`config.mk`:
```
export PLATFORM = sky130hd
export DESIGN_NAME = ialc_core
export DESIGN_NICKNAME = d
export VERILOG_FILES = /design/src/shared/ialc_pkg.sv /design/src/design/ialc_core.sv
export VERILOG_INCLUDE_DIRS = /design/src /design/src/shared
export SDC_FILE = /design/constraint.sdc
export NUM_CORES = 1
export LEC_CHECK = 0
export ABC_AREA = 1
export BUFFER_PORTS_ARGS = -buffer_cell sky130_fd_sc_hd__buf_2
export CAP_MARGIN = 25
export CELL_PAD_IN_SITES_DETAIL_PLACEMENT = 2
export CELL_PAD_IN_SITES_GLOBAL_PLACEMENT = 2
export CORE_ASPECT_RATIO = 1.25
export CORE_UTILIZATION = 28
export CTS_CLUSTER_DIAMETER = 100
export DETAILED_ROUTE_END_ITERATION = 12
export PLACE_DENSITY_LB_ADDON = 0.1
export SYNTH_ARGS = -nofsm -noshare
export SYNTH_HDL_FRONTEND = slang
export SYNTH_SLANG_ARGS = --single-unit
```
`constraint.sdc`:
```
create_clock -name pclk -period 5.4 [get_ports pclk]
set_clock_uncertainty 0.05 [all_clocks]
set_input_delay 0.81 -clock pclk [delete_from_list [all_inputs] [get_ports pclk]]
set_output_delay 0.81 -clock pclk [all_outputs]
set_load 0.01 [all_outputs]
```
`src/shared/ialc_defs.svh`:
```
`ifndef IALC_DEFS_SVH
`define IALC_DEFS_SVH

// ----------------------------------------
// Register indices (byte address = 4 * index)
// ----------------------------------------
`define IALC_IDX_GAIN_LIMITS 10'h020
`define IALC_IDX_TARGET_HOLD 10'h021
`define IALC_IDX_MODE_TIMING 10'h022
`define IALC_IDX_ZERO_CROSS 10'h02A
`define IALC_IDX_AMP_GAIN 10'h02D
`define IALC_IDX_STATUS 10'h02E

// ----------------------------------------
// Field positions
// ----------------------------------------
`define IALC_MIN_LSB 0
`define IALC_MAX_LSB 3
`define IALC_EN_BIT 8
`define IALC_TARGET_LSB 0
`define IALC_HOLD_LSB 4
`define IALC_MODE_BIT 8
`define IALC_DECAY_LSB 4
`define IALC_ATTACK_LSB 0
`define IALC_ZC_BIT 1
`define IALC_GAIN_LSB 0
`define IALC_MUTE_BIT 6
`define IALC_ST_FSM_LSB 0
`define IALC_ST_OVER_BIT 4
`define IALC_ST_PEAK_LSB 8

// ----------------------------------------
// Reset values and gain code mapping
// ----------------------------------------
`define IALC_RST_MIN 3'h0
`define IALC_RST_MAX 3'h7
`define IALC_RST_TARGET 4'hB
`define IALC_RST_HOLD 4'h0
`define IALC_RST_DECAY 4'h3
`define IALC_RST_ATTACK 4'h2
`define IALC_RST_GAIN 6'h10
`define IALC_RST_MUTE 1'h1
`define IALC_MIN_FILL 3'h0
`define IALC_MAX_FILL 3'h7
`define IALC_CODE_SAT 4'hA

// ----------------------------------------
// Timing
// ----------------------------------------
`define IALC_CLK_PERIOD_NS 20
`define IALC_ATK_NORM_NS 104000
`define IALC_ATK_LIM_NS 22700
`define IALC_DCY_NORM_NS 410000
`define IALC_DCY_LIM_NS 90800
`define IALC_HOLD_BASE_NS 2670000
`define IALC_ATK_NORM_CYC (`IALC_ATK_NORM_NS / `IALC_CLK_PERIOD_NS)
`define IALC_ATK_LIM_CYC (`IALC_ATK_LIM_NS / `IALC_CLK_PERIOD_NS)
`define IALC_DCY_NORM_CYC (`IALC_DCY_NORM_NS / `IALC_CLK_PERIOD_NS)
`define IALC_DCY_LIM_CYC (`IALC_DCY_LIM_NS / `IALC_CLK_PERIOD_NS)
`define IALC_HOLD_BASE_CYC (`IALC_HOLD_BASE_NS / `IALC_CLK_PERIOD_NS)

`endif

```
`src/shared/ialc_pkg.sv`:
```
package ialc_pkg;

	// Loop states, one-hot
	typedef enum logic [3:0] {
		ST_OFF = 4'h1,
		ST_HOLD = 4'h2,
		ST_DECAY = 4'h4,
		ST_ATTACK = 4'h8
	} ialc_fsm_t;

	// One audio sample with its strobe
	typedef struct packed {
		logic valid;
		logic [15:0] data;
	} ialc_sample_t;

	// Software settings
	typedef struct packed {
		logic [2:0] min_gain_limit;
		logic [2:0] max_gain_limit;
		logic level_loop_enable;
		logic [3:0] target_level;
		logic [3:0] hold_time;
		logic limiter_mode_select;
		logic [3:0] decay_time;
		logic [3:0] attack_time;
		logic zero_cross_update;
		logic input_amp_mute;
	} ialc_cfg_t;

	// Whole state of the block
	typedef struct packed {
		ialc_cfg_t cfg;
		ialc_fsm_t fsm;
		logic [27:0] cnt;
		logic over;
		logic [15:0] peak;
		logic [5:0] loop_gain;
		logic [5:0] start_gain;
		logic [5:0] out_gain;
		logic last_sign;
		logic pready;
		logic pslverr;
		logic [31:0] prdata;
	} ialc_st_t;

endpackage

```
`src/design/ialc_core.sv`:
```
`timescale 1ns/1ns
`include "ialc_defs.svh"
module ialc_core #(
	parameter int ATK_NORM_CYC = `IALC_ATK_NORM_CYC,
	parameter int ATK_LIM_CYC = `IALC_ATK_LIM_CYC,
	parameter int DCY_NORM_CYC = `IALC_DCY_NORM_CYC,
	parameter int DCY_LIM_CYC = `IALC_DCY_LIM_CYC,
	parameter int HOLD_BASE_CYC = `IALC_HOLD_BASE_CYC
) (
	input wire logic pclk,
	input wire logic presetn,
	input wire logic clk_en,
	input wire logic [11:0] paddr,
	input wire logic psel,
	input wire logic penable,
	input wire logic pwrite,
	input wire logic [31:0] pwdata,
	output logic [31:0] prdata,
	output logic pready,
	output logic pslverr,
	input wire ialc_pkg::ialc_sample_t sample_in,
	output logic [5:0] amp_gain,
	output logic amp_mute
);
	import ialc_pkg::*;

	// ----------------------------------------
	// Constants
	// ----------------------------------------
	localparam int CNT_W = 28;
	// Full-scale magnitude for each target code, -22.5dBFS upward in 1.5dB; codes 14 and 15 are both -1.5dBFS
	localparam logic [15:0] TARGET_AMP [16] = '{
		16'h0999, 16'h0B68, 16'h0D8F, 16'h101D, 16'h1327, 16'h16C3, 16'h1B0D, 16'h2027,
		16'h2636, 16'h2D6A, 16'h35FA, 16'h4027, 16'h4C3E, 16'h5A9D, 16'h6BB2, 16'h6BB2
	};
	localparam logic [CNT_W-1:0] ATK_N = CNT_W'(ATK_NORM_CYC);
	localparam logic [CNT_W-1:0] ATK_L = CNT_W'(ATK_LIM_CYC);
	localparam logic [CNT_W-1:0] DCY_N = CNT_W'(DCY_NORM_CYC);
	localparam logic [CNT_W-1:0] DCY_L = CNT_W'(DCY_LIM_CYC);
	localparam logic [CNT_W-1:0] HOLD_B = CNT_W'(HOLD_BASE_CYC);
	localparam ialc_cfg_t CFG_RST = '{
		min_gain_limit: `IALC_RST_MIN,
		max_gain_limit: `IALC_RST_MAX,
		target_level: `IALC_RST_TARGET,
		hold_time: `IALC_RST_HOLD,
		decay_time: `IALC_RST_DECAY,
		attack_time: `IALC_RST_ATTACK,
		input_amp_mute: `IALC_RST_MUTE,
		default: '0
	};
	localparam ialc_st_t ST_RST = '{
		cfg: CFG_RST,
		fsm: ST_OFF,
		loop_gain: `IALC_RST_GAIN,
		start_gain: `IALC_RST_GAIN,
		out_gain: `IALC_RST_GAIN,
		default: '0
	};

	ialc_st_t q;
	ialc_st_t d;
	logic [15:0] abs_s;
	logic over_now;
	logic zx;
	logic en;
	logic setup;
	logic access;
	logic [9:0] widx;
	logic [5:0] min_code;
	logic [5:0] max_code;
	logic [5:0] cap_base;
	logic [5:0] cap;
	logic [5:0] gain_up;
	logic [5:0] gain_dn;
	logic [CNT_W-1:0] cnt_inc;
	logic [CNT_W-1:0] atk_lim;
	logic [CNT_W-1:0] dcy_lim;
	logic [CNT_W-1:0] hold_lim;

	// Interval for a rate code; codes above the ceiling all give the longest
	function automatic logic [CNT_W-1:0] step_lim(input logic [CNT_W-1:0] base, input logic [3:0] code);
		logic [3:0] c;
		c = (code > `IALC_CODE_SAT) ? `IALC_CODE_SAT : code;
		step_lim = base << c;
	endfunction

	// Hold length: code zero means no hold at all
	function automatic logic [CNT_W-1:0] hold_len(input logic [CNT_W-1:0] base, input logic [3:0] code);
		logic [3:0] c;
		c = (code > `IALC_CODE_SAT) ? `IALC_CODE_SAT : code;
		hold_len = (c == 4'h0) ? '0 : base << 4'(c - 4'h1);
	endfunction

	// ----------------------------------------
	// Peak detector and derived limits
	// ----------------------------------------
	// Magnitude of the sample; the most negative value maps to 0x8000
	assign abs_s = sample_in.data[15] ? 16'(~sample_in.data + 16'h0001) : sample_in.data;
	assign over_now = sample_in.valid && (abs_s > TARGET_AMP[q.cfg.target_level]);
	assign zx = sample_in.valid && (sample_in.data[15] != q.last_sign);
	assign en = q.cfg.level_loop_enable;
	// Gain codes are 0.75dB apart, so a 6dB field step is eight codes
	assign min_code = {q.cfg.min_gain_limit, `IALC_MIN_FILL};
	assign max_code = {q.cfg.max_gain_limit, `IALC_MAX_FILL};
	// On the enabling cycle the start level is the gain being taken over
	assign cap_base = (q.fsm == ST_OFF) ? q.loop_gain : q.start_gain;
	assign cap = (q.cfg.limiter_mode_select && cap_base < max_code) ? cap_base : max_code;
	assign gain_up = (q.loop_gain < cap) ? 6'(q.loop_gain + 6'h01) : q.loop_gain;
	assign gain_dn = (q.loop_gain > min_code) ? 6'(q.loop_gain - 6'h01) : q.loop_gain;
	assign cnt_inc = CNT_W'(q.cnt + 1'b1);
	// Mode picks the base period of both rates
	assign atk_lim = step_lim(q.cfg.limiter_mode_select ? ATK_L : ATK_N, q.cfg.attack_time);
	assign dcy_lim = step_lim(q.cfg.limiter_mode_select ? DCY_L : DCY_N, q.cfg.decay_time);
	assign hold_lim = hold_len(HOLD_B, q.cfg.hold_time);

	// Bus phases; a request is taken only in the cycle after its setup
	assign setup = psel && !penable;
	assign access = psel && penable && q.pready;
	assign widx = paddr[11:2];

	// ----------------------------------------
	// Next state
	// ----------------------------------------
	always_comb begin
		d = q;
		d.pready = setup;
		if (sample_in.valid) begin
			d.last_sign = sample_in.data[15];
			if (abs_s > q.peak) begin
				d.peak = abs_s;
			end
		end
		// Set before any clear below, which then keeps a new event
		if (over_now) begin
			d.over = 1'b1;
		end

		// Read data is latched at setup so it leaves a flop
		if (setup) begin
			d.prdata = '0;
			d.pslverr = 1'b0;
			if (widx == `IALC_IDX_GAIN_LIMITS) begin
				d.prdata[`IALC_MIN_LSB +: 3] = q.cfg.min_gain_limit;
				d.prdata[`IALC_MAX_LSB +: 3] = q.cfg.max_gain_limit;
				d.prdata[`IALC_EN_BIT] = q.cfg.level_loop_enable;
			end else if (widx == `IALC_IDX_TARGET_HOLD) begin
				d.prdata[`IALC_TARGET_LSB +: 4] = q.cfg.target_level;
				d.prdata[`IALC_HOLD_LSB +: 4] = q.cfg.hold_time;
			end else if (widx == `IALC_IDX_MODE_TIMING) begin
				d.prdata[`IALC_MODE_BIT] = q.cfg.limiter_mode_select;
				d.prdata[`IALC_DECAY_LSB +: 4] = q.cfg.decay_time;
				d.prdata[`IALC_ATTACK_LSB +: 4] = q.cfg.attack_time;
			end else if (widx == `IALC_IDX_ZERO_CROSS) begin
				d.prdata[`IALC_ZC_BIT] = q.cfg.zero_cross_update;
			end else if (widx == `IALC_IDX_AMP_GAIN) begin
				// Live loop gain, so software can follow the regulation
				d.prdata[`IALC_GAIN_LSB +: 6] = q.loop_gain;
				d.prdata[`IALC_MUTE_BIT] = q.cfg.input_amp_mute;
			end else if (widx == `IALC_IDX_STATUS) begin
				d.prdata[`IALC_ST_FSM_LSB +: 4] = q.fsm;
				d.prdata[`IALC_ST_OVER_BIT] = q.over;
				d.prdata[`IALC_ST_PEAK_LSB +: 8] = q.peak[15:8];
			end else begin
				d.pslverr = 1'b1;
			end
		end

		// Register writes land at the access edge
		if (access && pwrite) begin
			if (widx == `IALC_IDX_GAIN_LIMITS) begin
				d.cfg.min_gain_limit = pwdata[`IALC_MIN_LSB +: 3];
				d.cfg.max_gain_limit = pwdata[`IALC_MAX_LSB +: 3];
				d.cfg.level_loop_enable = pwdata[`IALC_EN_BIT];
			end else if (widx == `IALC_IDX_TARGET_HOLD) begin
				d.cfg.target_level = pwdata[`IALC_TARGET_LSB +: 4];
				d.cfg.hold_time = pwdata[`IALC_HOLD_LSB +: 4];
			end else if (widx == `IALC_IDX_MODE_TIMING) begin
				d.cfg.limiter_mode_select = pwdata[`IALC_MODE_BIT];
				d.cfg.decay_time = pwdata[`IALC_DECAY_LSB +: 4];
				d.cfg.attack_time = pwdata[`IALC_ATTACK_LSB +: 4];
				// Switching into limiter mode freezes the current gain as ceiling
				if (pwdata[`IALC_MODE_BIT] && !q.cfg.limiter_mode_select) begin
					d.start_gain = q.loop_gain;
				end
			end else if (widx == `IALC_IDX_ZERO_CROSS) begin
				d.cfg.zero_cross_update = pwdata[`IALC_ZC_BIT];
			end else if (widx == `IALC_IDX_AMP_GAIN) begin
				d.cfg.input_amp_mute = pwdata[`IALC_MUTE_BIT];
				// A gain write while the loop owns the gain would fight it
				if (q.fsm == ST_OFF && !en) begin
					d.loop_gain = pwdata[`IALC_GAIN_LSB +: 6];
				end
			end
		end

		// Gain loop
		if (!en) begin
			d.fsm = ST_OFF;
		end else begin
			case (q.fsm)
				ST_OFF: begin
					// A zero hold skips the hold state, so no cycle is lost before decay
					d.fsm = (hold_lim == '0) ? ST_DECAY : ST_HOLD;
					d.cnt = '0;
					d.over = over_now;
					d.start_gain = q.loop_gain;
				end
				ST_HOLD: begin
					if (q.over || over_now) begin
						d.fsm = ST_ATTACK;
						d.cnt = '0;
					end else if (cnt_inc >= hold_lim) begin
						d.fsm = ST_DECAY;
						d.cnt = '0;
					end else begin
						d.cnt = cnt_inc;
					end
				end
				ST_DECAY: begin
					if (q.over || over_now) begin
						d.fsm = ST_ATTACK;
						d.cnt = '0;
					end else if (cnt_inc >= dcy_lim) begin
						d.loop_gain = gain_up;
						d.cnt = '0;
						d.peak = '0;
					end else begin
						d.cnt = cnt_inc;
					end
				end
				ST_ATTACK: begin
					if (cnt_inc >= atk_lim) begin
						d.cnt = '0;
						d.peak = '0;
						if (q.over || over_now) begin
							d.loop_gain = gain_dn;
							d.over = over_now;
						end else begin
							d.fsm = (hold_lim == '0) ? ST_DECAY : ST_HOLD;
						end
					end else begin
						d.cnt = cnt_inc;
					end
				end
				default: begin
					d.fsm = ST_OFF;
				end
			endcase
		end

		// Keep the running gain inside the window; minimum wins a conflict
		if (d.fsm != ST_OFF) begin
			if (d.loop_gain > cap) begin
				d.loop_gain = cap;
			end
			if (d.loop_gain < min_code) begin
				d.loop_gain = min_code;
			end
		end

		// While the loop runs, pending changes wait for a sign change to avoid zipper clicks
		if (!d.cfg.zero_cross_update || d.fsm == ST_OFF || zx) begin
			d.out_gain = d.loop_gain;
		end
	end

	// ----------------------------------------
	// State register
	// ----------------------------------------
	always_ff @(posedge pclk or negedge presetn) begin
		if (!presetn) begin
			q <= ST_RST;
		end else if (clk_en) begin
			q <= d;
		end
	end

	// Outputs straight from the state flops
	assign prdata = q.prdata;
	assign pready = q.pready;
	assign pslverr = q.pslverr;
	assign amp_gain = q.out_gain;
	assign amp_mute = q.cfg.input_amp_mute;
endmodule // ialc_core

```
==> metrics.txt <==
status finished with violations; violated checks negative setup slack; Max VDD drop 0.1722 mV; Post-synth top flop dfrtp_1; final hold vios 0; Core Box Area 0.04032 mm²; Hold Worst Slack 0.4329 ns; H-tree depth 3; die height 228.5 µm; Post-Synthesis Cells 1,659; number of global-route vias before repair 14.15k; HP Class flip-flop to flip-flop; ANT nets after route 0; pwr dens 178.0 mW/mm²; Root Buffer clkbuf_16; Clock Sinks 112; Clock Pin Slew Worst Setup and Hold Paths 0.08 ns; synth unique cells 54; initial antenna violation count 1; most frequent cells in the layout 351 x nand2_1, 292 x buf_4, 205 x inv_1; Ports 108; fmax 0.1648 GHz; Max-cap violations 0; Worst path slowest cell nor2_1; Final setup viols 12; row count 82; share of cells above drive strength 1 0.2711; fillers 4,809; via count 12.84k; TritonCTS clock tree built; Overflow after GRT 0; Data arrival, critical path 6.37 ns; shortest period the worst path allows 6.068 ns; register area share after synthesis 0.2455; largest net degree at the start of global routing 62; CP required 5.70 ns; Via-to-Cell Ratio 5.078; Setup crit end kind flip-flop; Die ar. 0.04185 mm²; critical-path maximum fanout 6; setup TNS -7.312 ns; post-synthesis cell area 0.01149 mm²; startpoint class of the critical path flip-flop; first-pass GRT wire length 78,050 µm; Chip Width 183.2 µm; LEAKAGE 7.390 nW; RSZ-0062 raised after global routing true; P&R area growth vs syn 33.00%; Async SR Flop Fraction 1.000; Tot Pwr 0.002720 W; Residual DRC 0; kind of critical path flip-flop to flip-flop; Starting Density 0.2849; Final WS setup -0.6676 ns; Initial DRC Count 371; Max-Slew Margin vs Limit 0.3742; Avg WL per Cell 19.78 µm; Post-Route WL 50,010 µm; Most common cell on crit path nand2_2; crit-path max cell delay 0.54 ns; total global-route track usage 0.2428; clock latency on the worst-skew pair 0.40 ns; Final Cycle Share 1.124; Worst-Margin Slew 0.9387 ns; Post-synth EDFFs 0; maximum clock path buffer count 2; Warnings, synthesis 0; DP HPWL 40,030 µm; IO Port Bufs 66; Pre-antenna DRT Iters 5; RePlAce Congestion 0.8562; most common cell after layout, fill and taps aside nand2_1; Nets 2,194; Hold-fix buffers, CTS 0; CTS Buf Count 9; Synth Area per Inst 6.925 µm²; Slew Viols, Final 0; Yosys reg bits 112
[worst max-delay path, delay by kind of cell, from the launching register on]
family | cells | cell delay, ns
simple gates | 22 | 2.85
fa+ha+maj | 4 | 1.05
compound gates | 7 | 0.90
buf+inv | 6 | 0.77
flops | 1 | 0.40
[worst paths after layout]
check,from,endpoint,slack (ns),depth (start not counted)
setup reg to reg,q[70]$_DFFE_PN0P_,q[51]$_DFFE_PN1P_,-0.67,39
max in group asynchronous,presetn,q[109]$_DFFE_PN1P_,3.82,2
setup / recovery,q[70]$_DFFE_PN0P_,q[51]$_DFFE_PN1P_,-0.67,39
hold / removal,amp_gain[4]$_DFFE_PN1P_,amp_gain[4]$_DFFE_PN1P_,0.43,2
min in group asynchronous,presetn,prdata[14]$_DFFE_PN0P_,0.46,1
hold reg to reg,amp_gain[4]$_DFFE_PN1P_,amp_gain[4]$_DFFE_PN1P_,0.43,2
[sequential cells by signal, summed over array words and instances (netlist names)]
name	count
amp_gain	6
amp_mute	1
en	1
max_code	3
min_code	3
prdata	16
pready	1
pslverr	1
q	80
[cells by family after synthesis]
kind of cell               synth area share
other                             0.0006537
muxes                             0.0008713
adders and majority gates            0.1645
DFF                                  0.2455
buffers and inverters                0.1167
AOI/OAI and AO/OA                    0.1988
and+or+nand+nor                      0.2433
xor gates and xnor gates            0.02973
[layer usage]
layer,share of wire,global-route usage
met1,0.40,0.2614
met2,0.53,0.4588
met3,0.020,0.02788
met4,0.051,0.1253
met5,0,0
[stage by stage]
step | util | cell area (µm²) | worst slack [ns] | std cells
floorplan | - | 11640 | 0.003338 | 1680
global placement | 0.3508 | 14140 | -0.7073 | 2471
detailed placement | 0.3508 | 14140 | -0.9847 | 2471
CTS | 0.3713 | 14970 | -0.7131 | 2517
global route | 0.3789 | 15280 | -1.017 | 2527
finish | 0.3789 | 15280 | -0.6676 | 2528
[power by group]
part / leakage [nW] / internal (W) / switching [W]
Clock: 0.143 / 0.000364 / 0.000384
Combinational: 5.87 / 0.000409 / 0.000602
Sequential: 1.37 / 0.000923 / 0.0000378
[synth_stat cells, types with 12 or more instances]
library cell  instances  share of area
a22oi_1              12         0.0078
a21oi_1             100          0.044
xor2_1               35          0.027
dfstp_2              14          0.032
o21ai_0             153          0.067
nand3_1              71          0.031
o22ai_1              38          0.021
nor2_1              119          0.039
dfrtp_1              98           0.21
nor3_1               25          0.011
o32ai_1              17          0.013
ha_1                151           0.16
clkbuf_1             32          0.010
buf_4                38          0.025
inv_1               225          0.074
nand2_1             373           0.12
nand4_1              23          0.013
[layout make-up]
cell class                 count  area, µm²  area share
multi-input combinational   1253       7975      0.5219
sequential                   112       2820      0.1846
timing repair buffer         363       2603      0.1703
inverter                     237      898.4     0.05879
tap                          546      683.2     0.04471
clock buffer                  10      229.0     0.01499
clock inverter                 6      68.82    0.004504
antenna                        1      2.502   0.0001638
[what timing repair did]
| action | in CTS | in global routing |
|---|---|---|
| buffers inserted | 31 | 10 |
| pin swaps | 41 | 40 |
| gates resized for setup | 82 | 56 |
| endpoints found under the setup margin | 12 | 26 |
Power figures use the tool's default switching activity.
